===== src/hw/tcc_pkg.sv =====
package tcc_pkg;
  // ****************************************
  // Register offsets (byte addresses)
  // ****************************************
  localparam logic [7:0] OFF_CCR = 8'h00;
  localparam logic [7:0] OFF_CMR = 8'h04;
  localparam logic [7:0] OFF_CV = 8'h10;
  localparam logic [7:0] OFF_RA = 8'h14;
  localparam logic [7:0] OFF_RB = 8'h18;
  localparam logic [7:0] OFF_RC = 8'h1C;
  localparam logic [7:0] OFF_SR = 8'h20;
  localparam logic [7:0] OFF_IER = 8'h24;
  localparam logic [7:0] OFF_IDR = 8'h28;
  localparam logic [7:0] OFF_IMR = 8'h2C;
  localparam logic [7:0] OFF_BCR = 8'hC0;
  localparam logic [7:0] OFF_BMR = 8'hC4;
  // ****************************************
  // Reset values and counter maximum
  // ****************************************
  localparam logic [31:0] RST_CMR = 32'h00000000;
  localparam logic [15:0] RST_WORD = 16'h0000;
  localparam logic [5:0] RST_FLAGS = 6'h00;
  localparam logic [2:0] RST_BMR = 3'h0;
  localparam logic [15:0] CNT_MAX = 16'hFFFF;
  // ****************************************
  // Command bits (channel and block)
  // ****************************************
  localparam int CCR_EN = 0;
  localparam int CCR_DIS = 1;
  localparam int CCR_SOFT_TRIGGER_CMD = 2;
  localparam int BCR_SYNC = 0;
  // ****************************************
  // Mode setting fields
  // ****************************************
  localparam int CMR_CLKS = 0;
  localparam int CMR_INV = 3;
  localparam int CMR_BURST = 4;
  localparam int CMR_STOP = 6;
  localparam int CMR_DIS = 7;
  localparam int CMR_EDG = 8;
  localparam int CMR_EVSEL = 10;
  localparam int CMR_EXT_EVENT_TRIGGER_ENABLE = 12;
  localparam int CMR_COMPARE_C_TRIGGER_ENABLE = 14;
  localparam int CMR_WAVE = 15;
  localparam int CMR_LDA = 16;
  localparam int CMR_LDB = 18;
  localparam logic [31:0] CMR_MASK = 32'h000FDFFF;
  // ****************************************
  // Status bits
  // ****************************************
  localparam int SR_OVF = 0;
  localparam int SR_LOVR = 1;
  localparam int SR_CPC = 2;
  localparam int SR_LDA = 3;
  localparam int SR_LDB = 4;
  localparam int SR_ETRG = 5;
  localparam int SR_COUNTING_ENABLED_FLAG = 16;
  localparam int SR_LINEA = 17;
  localparam int SR_LINEB = 18;
  // ****************************************
  // Internal clock prescaler taps and edge select codes
  // ****************************************
  localparam int PRE_W = 10;
  localparam int TAP1 = 0;
  localparam int TAP2 = 2;
  localparam int TAP3 = 4;
  localparam int TAP4 = 6;
  localparam int TAP5 = 9;
  localparam logic [1:0] EDGE_NONE = 2'd0;
  localparam logic [1:0] EDGE_RISE = 2'd1;
  localparam logic [1:0] EDGE_FALL = 2'd2;
endpackage : tcc_pkg


===== src/hw/tcc_channel.sv =====
// Design decisions made here: the register addresses and register access over APB.
`timescale 1ns/1ns
module tcc_channel
  import tcc_pkg::*;
(
  // Clock and reset
  input wire logic pclk,
  input wire logic presetn,
  // APB slave
  input wire logic psel,
  input wire logic penable,
  input wire logic pwrite,
  input wire logic [7:0] paddr,
  input wire logic [31:0] pwdata,
  output logic [31:0] prdata,
  output logic pready,
  output logic pslverr,
  // External clocks and chaining
  input wire logic [2:0] ext_clock_pins,
  input wire logic [2:0] chain_line_a,
  // Line A and line B
  input wire logic line_a_in,
  input wire logic line_a_event,
  output logic line_a_out,
  output logic line_a_oe,
  input wire logic line_b_in,
  output logic line_b_out,
  output logic line_b_oe,
  // Interrupt
  output logic irq
);
  // ****************************************
  // Helpers
  // ****************************************
  function automatic logic edge_match(input logic [1:0] sel, input logic rise,
                                      input logic fall);
    case (sel)
      EDGE_NONE: edge_match = 1'b0;
      EDGE_RISE: edge_match = rise;
      EDGE_FALL: edge_match = fall;
      default: edge_match = rise | fall;
    endcase
  endfunction : edge_match

  function automatic logic mapped(input logic [7:0] a);
    case (a)
      OFF_CCR, OFF_CMR, OFF_CV, OFF_RA, OFF_RB, OFF_RC, OFF_SR,
      OFF_IER, OFF_IDR, OFF_IMR, OFF_BCR, OFF_BMR: mapped = 1'b1;
      default: mapped = 1'b0;
    endcase
  endfunction : mapped

  // ****************************************
  // State
  // ****************************************
  logic pready_reg, pslverr_reg, irq_reg;
  logic [31:0] prdata_reg, rdata_next;
  logic [31:0] cmr_reg;
  logic [2:0] bmr_reg;
  logic [15:0] cnt_reg, ra_reg, rb_reg, rc_reg;
  logic [5:0] sr_reg, sr_next, imr_reg;
  logic [PRE_W-1:0] pre_reg;
  logic clk_en_reg, clk_run_reg, trig_pend_reg, wait_b_reg;
  logic ra_unread_reg, rb_unread_reg, cnt_upd_reg;
  logic sel_prev_reg, la_prev_reg;
  logic [3:0] ev_prev_reg;
  logic la_oe_reg, lb_oe_reg;

  // ****************************************
  // Bus decode
  // ****************************************
  logic access, wr, rd;
  assign access = psel & penable & pready_reg;
  assign wr = access & pwrite;
  assign rd = access & ~pwrite;

  logic sw_trig, sync_trig, cmd_en, cmd_dis;
  assign cmd_en = wr & (paddr == OFF_CCR) & pwdata[CCR_EN];
  assign cmd_dis = wr & (paddr == OFF_CCR) & pwdata[CCR_DIS];
  assign sw_trig = wr & (paddr == OFF_CCR) & pwdata[CCR_SOFT_TRIGGER_CMD];
  assign sync_trig = wr & (paddr == OFF_BCR) & pwdata[BCR_SYNC];

  // ****************************************
  // Mode fields
  // ****************************************
  logic wave, inv, ab_sel, ext_event_trigger_enable, compare_c_trigger_enable, stop_ev_en, dis_ev_en;
  logic [2:0] clk_sel;
  logic [1:0] burst, edg, evsel, lda_sel, ldb_sel;
  assign wave = cmr_reg[CMR_WAVE];
  assign clk_sel = cmr_reg[CMR_CLKS +: 3];
  assign inv = cmr_reg[CMR_INV];
  assign burst = cmr_reg[CMR_BURST +: 2];
  assign stop_ev_en = cmr_reg[CMR_STOP];
  assign dis_ev_en = cmr_reg[CMR_DIS];
  assign edg = cmr_reg[CMR_EDG +: 2];
  assign ab_sel = cmr_reg[CMR_EVSEL];
  assign evsel = cmr_reg[CMR_EVSEL +: 2];
  assign ext_event_trigger_enable = cmr_reg[CMR_EXT_EVENT_TRIGGER_ENABLE];
  assign compare_c_trigger_enable = cmr_reg[CMR_COMPARE_C_TRIGGER_ENABLE];
  assign lda_sel = cmr_reg[CMR_LDA +: 2];
  assign ldb_sel = cmr_reg[CMR_LDB +: 2];

  // ****************************************
  // Clock selection
  // ****************************************
  logic [2:0] xc;
  logic [7:0] clk_src;
  logic sel_lvl, gate, valid_edge;
  assign xc = (bmr_reg & chain_line_a) | (~bmr_reg & ext_clock_pins);
  assign clk_src = {xc, pre_reg[TAP5], pre_reg[TAP4], pre_reg[TAP3], pre_reg[TAP2],
                    pre_reg[TAP1]};
  assign sel_lvl = clk_src[clk_sel] ^ inv;
  assign gate = (burst == 2'd0) ? 1'b1 : xc[burst - 2'd1];
  assign valid_edge = sel_lvl & ~sel_prev_reg & gate & clk_run_reg;

  always_ff @(posedge pclk or negedge presetn) begin
    if (!presetn) begin
      pre_reg <= '0;
      sel_prev_reg <= 1'b0;
    end else begin
      pre_reg <= pre_reg + 1'b1;
      sel_prev_reg <= sel_lvl;
    end
  end

  // ****************************************
  // Line edges and triggers
  // ****************************************
  logic la, la_rise, la_fall, ext_trig, cpc_hit, any_trig;
  logic [3:0] ev_lvl;
  logic ev_rise, ev_fall, cap_rise, cap_fall;
  assign la = line_a_in | line_a_event;
  assign la_rise = la & ~la_prev_reg;
  assign la_fall = ~la & la_prev_reg;
  assign ev_lvl = {xc, line_b_in};
  assign ev_rise = ev_lvl[evsel] & ~ev_prev_reg[evsel];
  assign ev_fall = ~ev_lvl[evsel] & ev_prev_reg[evsel];
  assign cap_rise = ab_sel ? la_rise : (line_b_in & ~ev_prev_reg[0]);
  assign cap_fall = ab_sel ? la_fall : (~line_b_in & ev_prev_reg[0]);
  always_comb begin
    if (wave) begin
      ext_trig = ext_event_trigger_enable & edge_match(edg, ev_rise, ev_fall);
    end else begin
      ext_trig = edge_match(edg, cap_rise, cap_fall);
    end
  end
  assign cpc_hit = cnt_upd_reg & (cnt_reg == rc_reg);
  assign any_trig = sw_trig | sync_trig | ext_trig | (compare_c_trigger_enable & cpc_hit);

  always_ff @(posedge pclk or negedge presetn) begin
    if (!presetn) begin
      la_prev_reg <= 1'b0;
      ev_prev_reg <= '0;
    end else begin
      la_prev_reg <= la;
      ev_prev_reg <= ev_lvl;
    end
  end

  // ****************************************
  // Capture loading
  // ****************************************
  logic ld_a, ld_b, cap_stop;
  assign ld_a = ~wave & edge_match(lda_sel, la_rise, la_fall) & ~wait_b_reg;
  assign ld_b = ~wave & edge_match(ldb_sel, la_rise, la_fall) & wait_b_reg;
  assign cap_stop = wave ? cpc_hit : ld_b;

  always_ff @(posedge pclk or negedge presetn) begin
    if (!presetn) begin
      wait_b_reg <= 1'b0;
    end else if (any_trig) begin
      wait_b_reg <= 1'b0;
    end else if (ld_a) begin
      wait_b_reg <= 1'b1;
    end else if (ld_b) begin
      wait_b_reg <= 1'b0;
    end
  end

  always_ff @(posedge pclk or negedge presetn) begin
    if (!presetn) begin
      ra_unread_reg <= 1'b0;
      rb_unread_reg <= 1'b0;
    end else begin
      ra_unread_reg <= ld_a | (ra_unread_reg & ~(rd & (paddr == OFF_RA)));
      rb_unread_reg <= ld_b | (rb_unread_reg & ~(rd & (paddr == OFF_RB)));
    end
  end

  // ****************************************
  // Clock control
  // ****************************************
  always_ff @(posedge pclk or negedge presetn) begin
    if (!presetn) begin
      clk_en_reg <= 1'b0;
    end else if (cmd_dis | (dis_ev_en & cap_stop)) begin
      clk_en_reg <= 1'b0;
    end else if (cmd_en) begin
      clk_en_reg <= 1'b1;
    end
  end

  always_ff @(posedge pclk or negedge presetn) begin
    if (!presetn) begin
      clk_run_reg <= 1'b0;
    end else if (!clk_en_reg | cmd_dis | (dis_ev_en & cap_stop)) begin
      clk_run_reg <= 1'b0;
    end else if (any_trig) begin
      clk_run_reg <= 1'b1;
    end else if (stop_ev_en & cap_stop) begin
      clk_run_reg <= 1'b0;
    end
  end

  // ****************************************
  // Counter
  // ****************************************
  always_ff @(posedge pclk or negedge presetn) begin
    if (!presetn) begin
      trig_pend_reg <= 1'b0;
    end else if (any_trig) begin
      trig_pend_reg <= 1'b1;
    end else if (valid_edge) begin
      trig_pend_reg <= 1'b0;
    end
  end

  always_ff @(posedge pclk or negedge presetn) begin
    if (!presetn) begin
      cnt_reg <= RST_WORD;
      cnt_upd_reg <= 1'b0;
    end else begin
      cnt_upd_reg <= valid_edge;
      if (valid_edge) begin
        cnt_reg <= trig_pend_reg ? RST_WORD : cnt_reg + 16'h0001;
      end
    end
  end

  // ****************************************
  // Status flags (set wins over read clear)
  // ****************************************
  always_comb begin
    sr_next = (rd & (paddr == OFF_SR)) ? RST_FLAGS : sr_reg;
    if (valid_edge & ~trig_pend_reg & (cnt_reg == CNT_MAX)) begin
      sr_next[SR_OVF] = 1'b1;
    end
    if ((ld_a & ra_unread_reg) | (ld_b & rb_unread_reg)) begin
      sr_next[SR_LOVR] = 1'b1;
    end
    if (cpc_hit) begin
      sr_next[SR_CPC] = 1'b1;
    end
    if (ld_a) begin
      sr_next[SR_LDA] = 1'b1;
    end
    if (ld_b) begin
      sr_next[SR_LDB] = 1'b1;
    end
    if (ext_trig) begin
      sr_next[SR_ETRG] = 1'b1;
    end
  end

  always_ff @(posedge pclk or negedge presetn) begin
    if (!presetn) begin
      sr_reg <= RST_FLAGS;
    end else begin
      sr_reg <= sr_next;
    end
  end

  // ****************************************
  // Writable registers and captures
  // ****************************************
  always_ff @(posedge pclk or negedge presetn) begin
    if (!presetn) begin
      cmr_reg <= RST_CMR;
      bmr_reg <= RST_BMR;
      rc_reg <= RST_WORD;
      imr_reg <= RST_FLAGS;
    end else if (wr) begin
      case (paddr)
        OFF_CMR: cmr_reg <= pwdata & CMR_MASK;
        OFF_BMR: bmr_reg <= pwdata[2:0];
        OFF_RC: rc_reg <= pwdata[15:0];
        OFF_IER: imr_reg <= imr_reg | pwdata[5:0];
        OFF_IDR: imr_reg <= imr_reg & ~pwdata[5:0];
        default: imr_reg <= imr_reg;
      endcase
    end
  end

  always_ff @(posedge pclk or negedge presetn) begin
    if (!presetn) begin
      ra_reg <= RST_WORD;
      rb_reg <= RST_WORD;
    end else begin
      if (ld_a) begin
        ra_reg <= cnt_reg;
      end else if (wr & wave & (paddr == OFF_RA)) begin
        ra_reg <= pwdata[15:0];
      end
      if (ld_b) begin
        rb_reg <= cnt_reg;
      end else if (wr & wave & (paddr == OFF_RB)) begin
        rb_reg <= pwdata[15:0];
      end
    end
  end

  // ****************************************
  // APB answer
  // ****************************************
  always_comb begin
    rdata_next = '0;
    case (paddr)
      OFF_CMR: rdata_next = cmr_reg;
      OFF_CV: rdata_next[15:0] = cnt_reg;
      OFF_RA: rdata_next[15:0] = ra_reg;
      OFF_RB: rdata_next[15:0] = rb_reg;
      OFF_RC: rdata_next[15:0] = rc_reg;
      OFF_SR: begin
        rdata_next[5:0] = sr_reg;
        rdata_next[SR_COUNTING_ENABLED_FLAG] = clk_en_reg;
        rdata_next[SR_LINEA] = la;
        rdata_next[SR_LINEB] = line_b_in;
      end
      OFF_IMR: rdata_next[5:0] = imr_reg;
      OFF_BMR: rdata_next[2:0] = bmr_reg;
      default: rdata_next = '0;
    endcase
  end

  always_ff @(posedge pclk or negedge presetn) begin
    if (!presetn) begin
      pready_reg <= 1'b0;
      pslverr_reg <= 1'b0;
      prdata_reg <= '0;
    end else begin
      pready_reg <= psel & penable & ~pready_reg;
      pslverr_reg <= psel & penable & ~pready_reg & ~mapped(paddr);
      prdata_reg <= (psel & penable & ~pready_reg & ~pwrite) ? rdata_next : '0;
    end
  end

  // ****************************************
  // Pin directions and interrupt
  // ****************************************
  always_ff @(posedge pclk or negedge presetn) begin
    if (!presetn) begin
      la_oe_reg <= 1'b0;
      lb_oe_reg <= 1'b0;
      irq_reg <= 1'b0;
    end else begin
      la_oe_reg <= wave;
      lb_oe_reg <= wave & ~((evsel == 2'd0) & ext_event_trigger_enable & (edg != EDGE_NONE));
      irq_reg <= |(sr_next & imr_reg);
    end
  end

  assign prdata = prdata_reg;
  assign pready = pready_reg;
  assign pslverr = pslverr_reg;
  assign line_a_out = 1'b0;
  assign line_b_out = 1'b0;
  assign line_a_oe = la_oe_reg;
  assign line_b_oe = lb_oe_reg;
  assign irq = irq_reg;
endmodule : tcc_channel


===== config.mk =====
export PLATFORM = sky130hd
export DESIGN_NAME = tcc_channel
export DESIGN_NICKNAME = d
export VERILOG_FILES = /design/src/hw/tcc_pkg.sv /design/src/hw/tcc_channel.sv
export SDC_FILE = /design/constraint.sdc
export NUM_CORES = 1
export LEC_CHECK = 0
export BUFFER_PORTS_ARGS = -buffer_cell sky130_fd_sc_hd__buf_2
export CORE_ASPECT_RATIO = 1.4
export CORE_MARGIN = 4
export CORE_UTILIZATION = 29
export DETAILED_ROUTE_END_ITERATION = 10
export HOLD_SLACK_MARGIN = 0.05
export PLACE_DENSITY = 0.44
export SYNTH_ARGS = -nofsm -noshare
export SYNTH_HDL_FRONTEND = slang
export SYNTH_SLANG_ARGS = --single-unit

===== constraint.sdc =====
create_clock -name pclk -period 2.2 [get_ports pclk]
set_input_delay 0.22 -clock pclk [delete_from_list [all_inputs] [get_ports pclk]]
set_output_delay 0.22 -clock pclk [all_outputs]
set_load 0.005 [all_outputs]

==> results.toml <==
[grt]
grtUsageTotal_pct = 16.74
grt_max_degree = 62
gr-total-overflow = 0
grt_pass1_vias = 6360
grt_pass1_wl_microns = 36040
antenna_found_initial = 0

[sta]
period_share_pct = 106.6
hold_viol = 0
slew_viol_final = 0
layout_setup_ws_ps = -146.2
grt_setup_unrepaired = "true"
fmax_ghz = 0.4262
setup_viol = 19
slew_headroom_pct = 64.48
tightest_slew_ps = 525.4
clock_skew_ps = 10.12
hold_slack_ps = 68.43
period_minus_slack_ps = 2346

[setup_path]
cp_max_fo = 8
worstPathArrival_ps = 2690
crit_required_ps = 2540
critPathLaunchType = "flop"
path_cells = "mux2i_2, mux4_2, a211oi_4, o2111ai_4, or2_4, buf_12, o31ai_4"
slowest_stage = "mux4_2"
worstSetupPathType = "reg2reg"
max_stage_delay_ps = 550
end_kind = "flop"
reg2reg_slack_ps = -150

[run]
drv_cap = 0

[die]
fp.dieH_microns = 196.5
rows = 68
core_area_sq_um = 24840
chipWidth_microns = 142.6
start_util_pct = 29.62
die_area_sq_um = 28030
io_pins = 93

[route]
drcViolationCount = 0
wl_per_cell_microns = 20.00
drt_pass1_iterations = 5
drt-total-wl_microns = 23160
drtAntennaViolNets = 0
first_iter_violations = 476
vias = 6018
via_per_inst = 5.197

[power]
vdd_drop_max_v = 0.0003383
p_int_uw = 4785
p_clk_share_pct = 50.4
power.switching_uw = 1333
pwr-share-comb_pct = 4.9
p_per_area_nw_per_um2 = 640.7
p_seq_share_pct = 44.7
p_total_uw = 6118
switching_share_pct = 21.79
leakagePower_uw = 0.004388

[final_layout]
final-seq-area_sq_um = 3654
fill_cells = 2472
final_design_area_no_fill_sq_um = 9549
drive_gt1_share_pct = 29.54
largest_reg_flops = 20
syn_to_final_growth_pct = 29.75
nNetsFinal = 891
antenna_cells = 0
multi_input_area_sq_um = 3613

[placement]
portBuffers = 66
dpl.hpwl_microns = 16910
placed_cell_area_sq_um = 8546
gp_congestion = 0.8578

[clock_tree]
clk_pin_slew_ps = 60
clockBufferDepth = 2
numCtsBuffers = 17
cts-htree-levels = 4
clock_latency_ps = 430
cts-root-buf = "clkbuf_16"
clock_sinks = 146
cts_tree = "done"

[logic_synthesis]
synth_seq_cells = 146
yosys-top-cells-area = "dfrtp_1, mux2i_1, mux2_2"
synth_edf_count = 0
syn_inst = 701
yosysWarningCount = 0
synth-main-ff-cell = "dfrtp_1"
avgSynthCellArea_sq_um = 10.50
syn-cell-area_sq_um = 7360
yosysTopAreaCellShare_pct = 49.64
ys_types = 63
ys_seq_area_share_pct = 49.64
yosysTopAreaCell = "dfrtp_1"
yosysMostFrequentCell = "dfrtp_1"
synth_common_cells = "dfrtp_1, nor2_1, a21oi_1"
ys_async_sr_fraction_pct = 100.0

[min_path]
worstHoldPathType = "in2reg"

[outcome]
status = "finished, violations left"
violations = "setup timing"
==> kinds of logic (layout without fill, tap and decap cells) <==
kind of cell	Yosys count	count (layout)	share of synthesized area, %
other	1	14	0.05095
flip-flops	146	146	49.64
XOR/XNOR	26	26	3.094
buffers and inverters	79	208	5.049
AO/OA/AOI/OAI	180	180	16.66
AND/OR/NAND/NOR	183	183	12.41
multiplexers	79	79	11.90
adder cells (fa/ha/maj)	7	7	1.190
==> cell type report <==
class	instances	share of cell area (%)
sequential	146	38.26
multi-input combinational	489	37.84
timing repair buffer	160	12.58
clock buffer	23	4.900
tap	315	4.127
clock inverter	9	1.612
inverter	16	0.6813
==> metrics by stage <==
stage          worst slack (ps)  util (%)  setup TNS [ps]  instances
3_5_place_dp             -254.2     34.40           -3387       1111
3_3_place_gp             -198.4     34.40           -1555       1111
4_1_cts                  -115.5     37.54          -972.8       1154
2_1_floorplan             3.725         -               0        714
6_report                 -146.2     38.44           -1535       1158
5_1_grt                  -238.3     38.44           -3064       1158
==> power groups by stage <==
stage / Combinational (uW) / Clock (uW) / Sequential, uW
4_1_cts: 303 / 3170 / 2730
3_5_place_dp: 285 / 0 / 2780
2_1_floorplan: 128 / 0 / 2770
6_report: 301 / 3080 / 2730
5_1_grt: 343 / 3270 / 2730
3_3_place_gp: 280 / 0 / 2780
==> per-layer routing <==
metal | part of all wire [%] | track usage, %
met2 | 50 | 28.36
met4 | 3.1 | 7.291
met3 | 5.3 | 3.908
met5 | 0 | 0
met1 | 41 | 20.20
==> worst max-delay path: cells and delay by family, from the launching register on <==
kind,cells,cell delay (ps)
compound gates,3,660
mux,2,720
simple gates,1,300
buf+inv,1,160
flops,1,400
==> what timing repair did <==
| item | 4_1_cts | 5_1_grt |
|---|---|---|
| pin swaps | 8 | 8 |
| setup endpoints to repair | 22 | 24 |
| resized for setup | 14 | 35 |
| setup buffers | 1 | 3 |
| hold buffers | 10 | 0 |
| hold endpoints to repair | 45 | 0 |
| gates cloned | 0 | 1 |
==> layout by cell type, fill, tap and decap left out, drive strengths merged, types with 7 or more instances in the layout <==
cell type / n
xnor2: 15
nand3: 20
o21ai: 29
dlygate4sd3: 10
a21o: 7
nor3: 8
a21oi: 51
a22oi: 29
a31oi: 14
clkbuf: 24
a222oi: 15
mux2i: 38
xor2: 11
ha: 7
nor2: 62
nand2: 38
conb: 14
mux2: 38
buf: 149
o31ai: 12
inv: 16
dfrtp: 146
and3: 10
==> worst paths after layout <==
| path | cells after the start | startpoint | endpoint |
|---|---|---|---|
| worst max-delay path | 7 | bmr_reg[2]$_DFFE_PN0P_ | cnt_reg[13]$_DFFE_PN0P_ |
| worst min-delay path | 2 | pwdata[9] | rc_reg[9]$_DFFE_PN0P_ |
| worst max register to register | 7 | bmr_reg[2]$_DFFE_PN0P_ | cnt_reg[13]$_DFFE_PN0P_ |
| worst min register to register | 1 | pre_reg[5]$_DFF_PN0_ | pre_reg[5]$_DFF_PN0_ |
| max in group asynchronous | 3 | presetn | ra_reg[11]$_DFFE_PN0P_ |
| min in group asynchronous | 2 | presetn | pre_reg[4]$_DFF_PN0_ |
No activity file was read; power rests on OpenSTA's default activity.
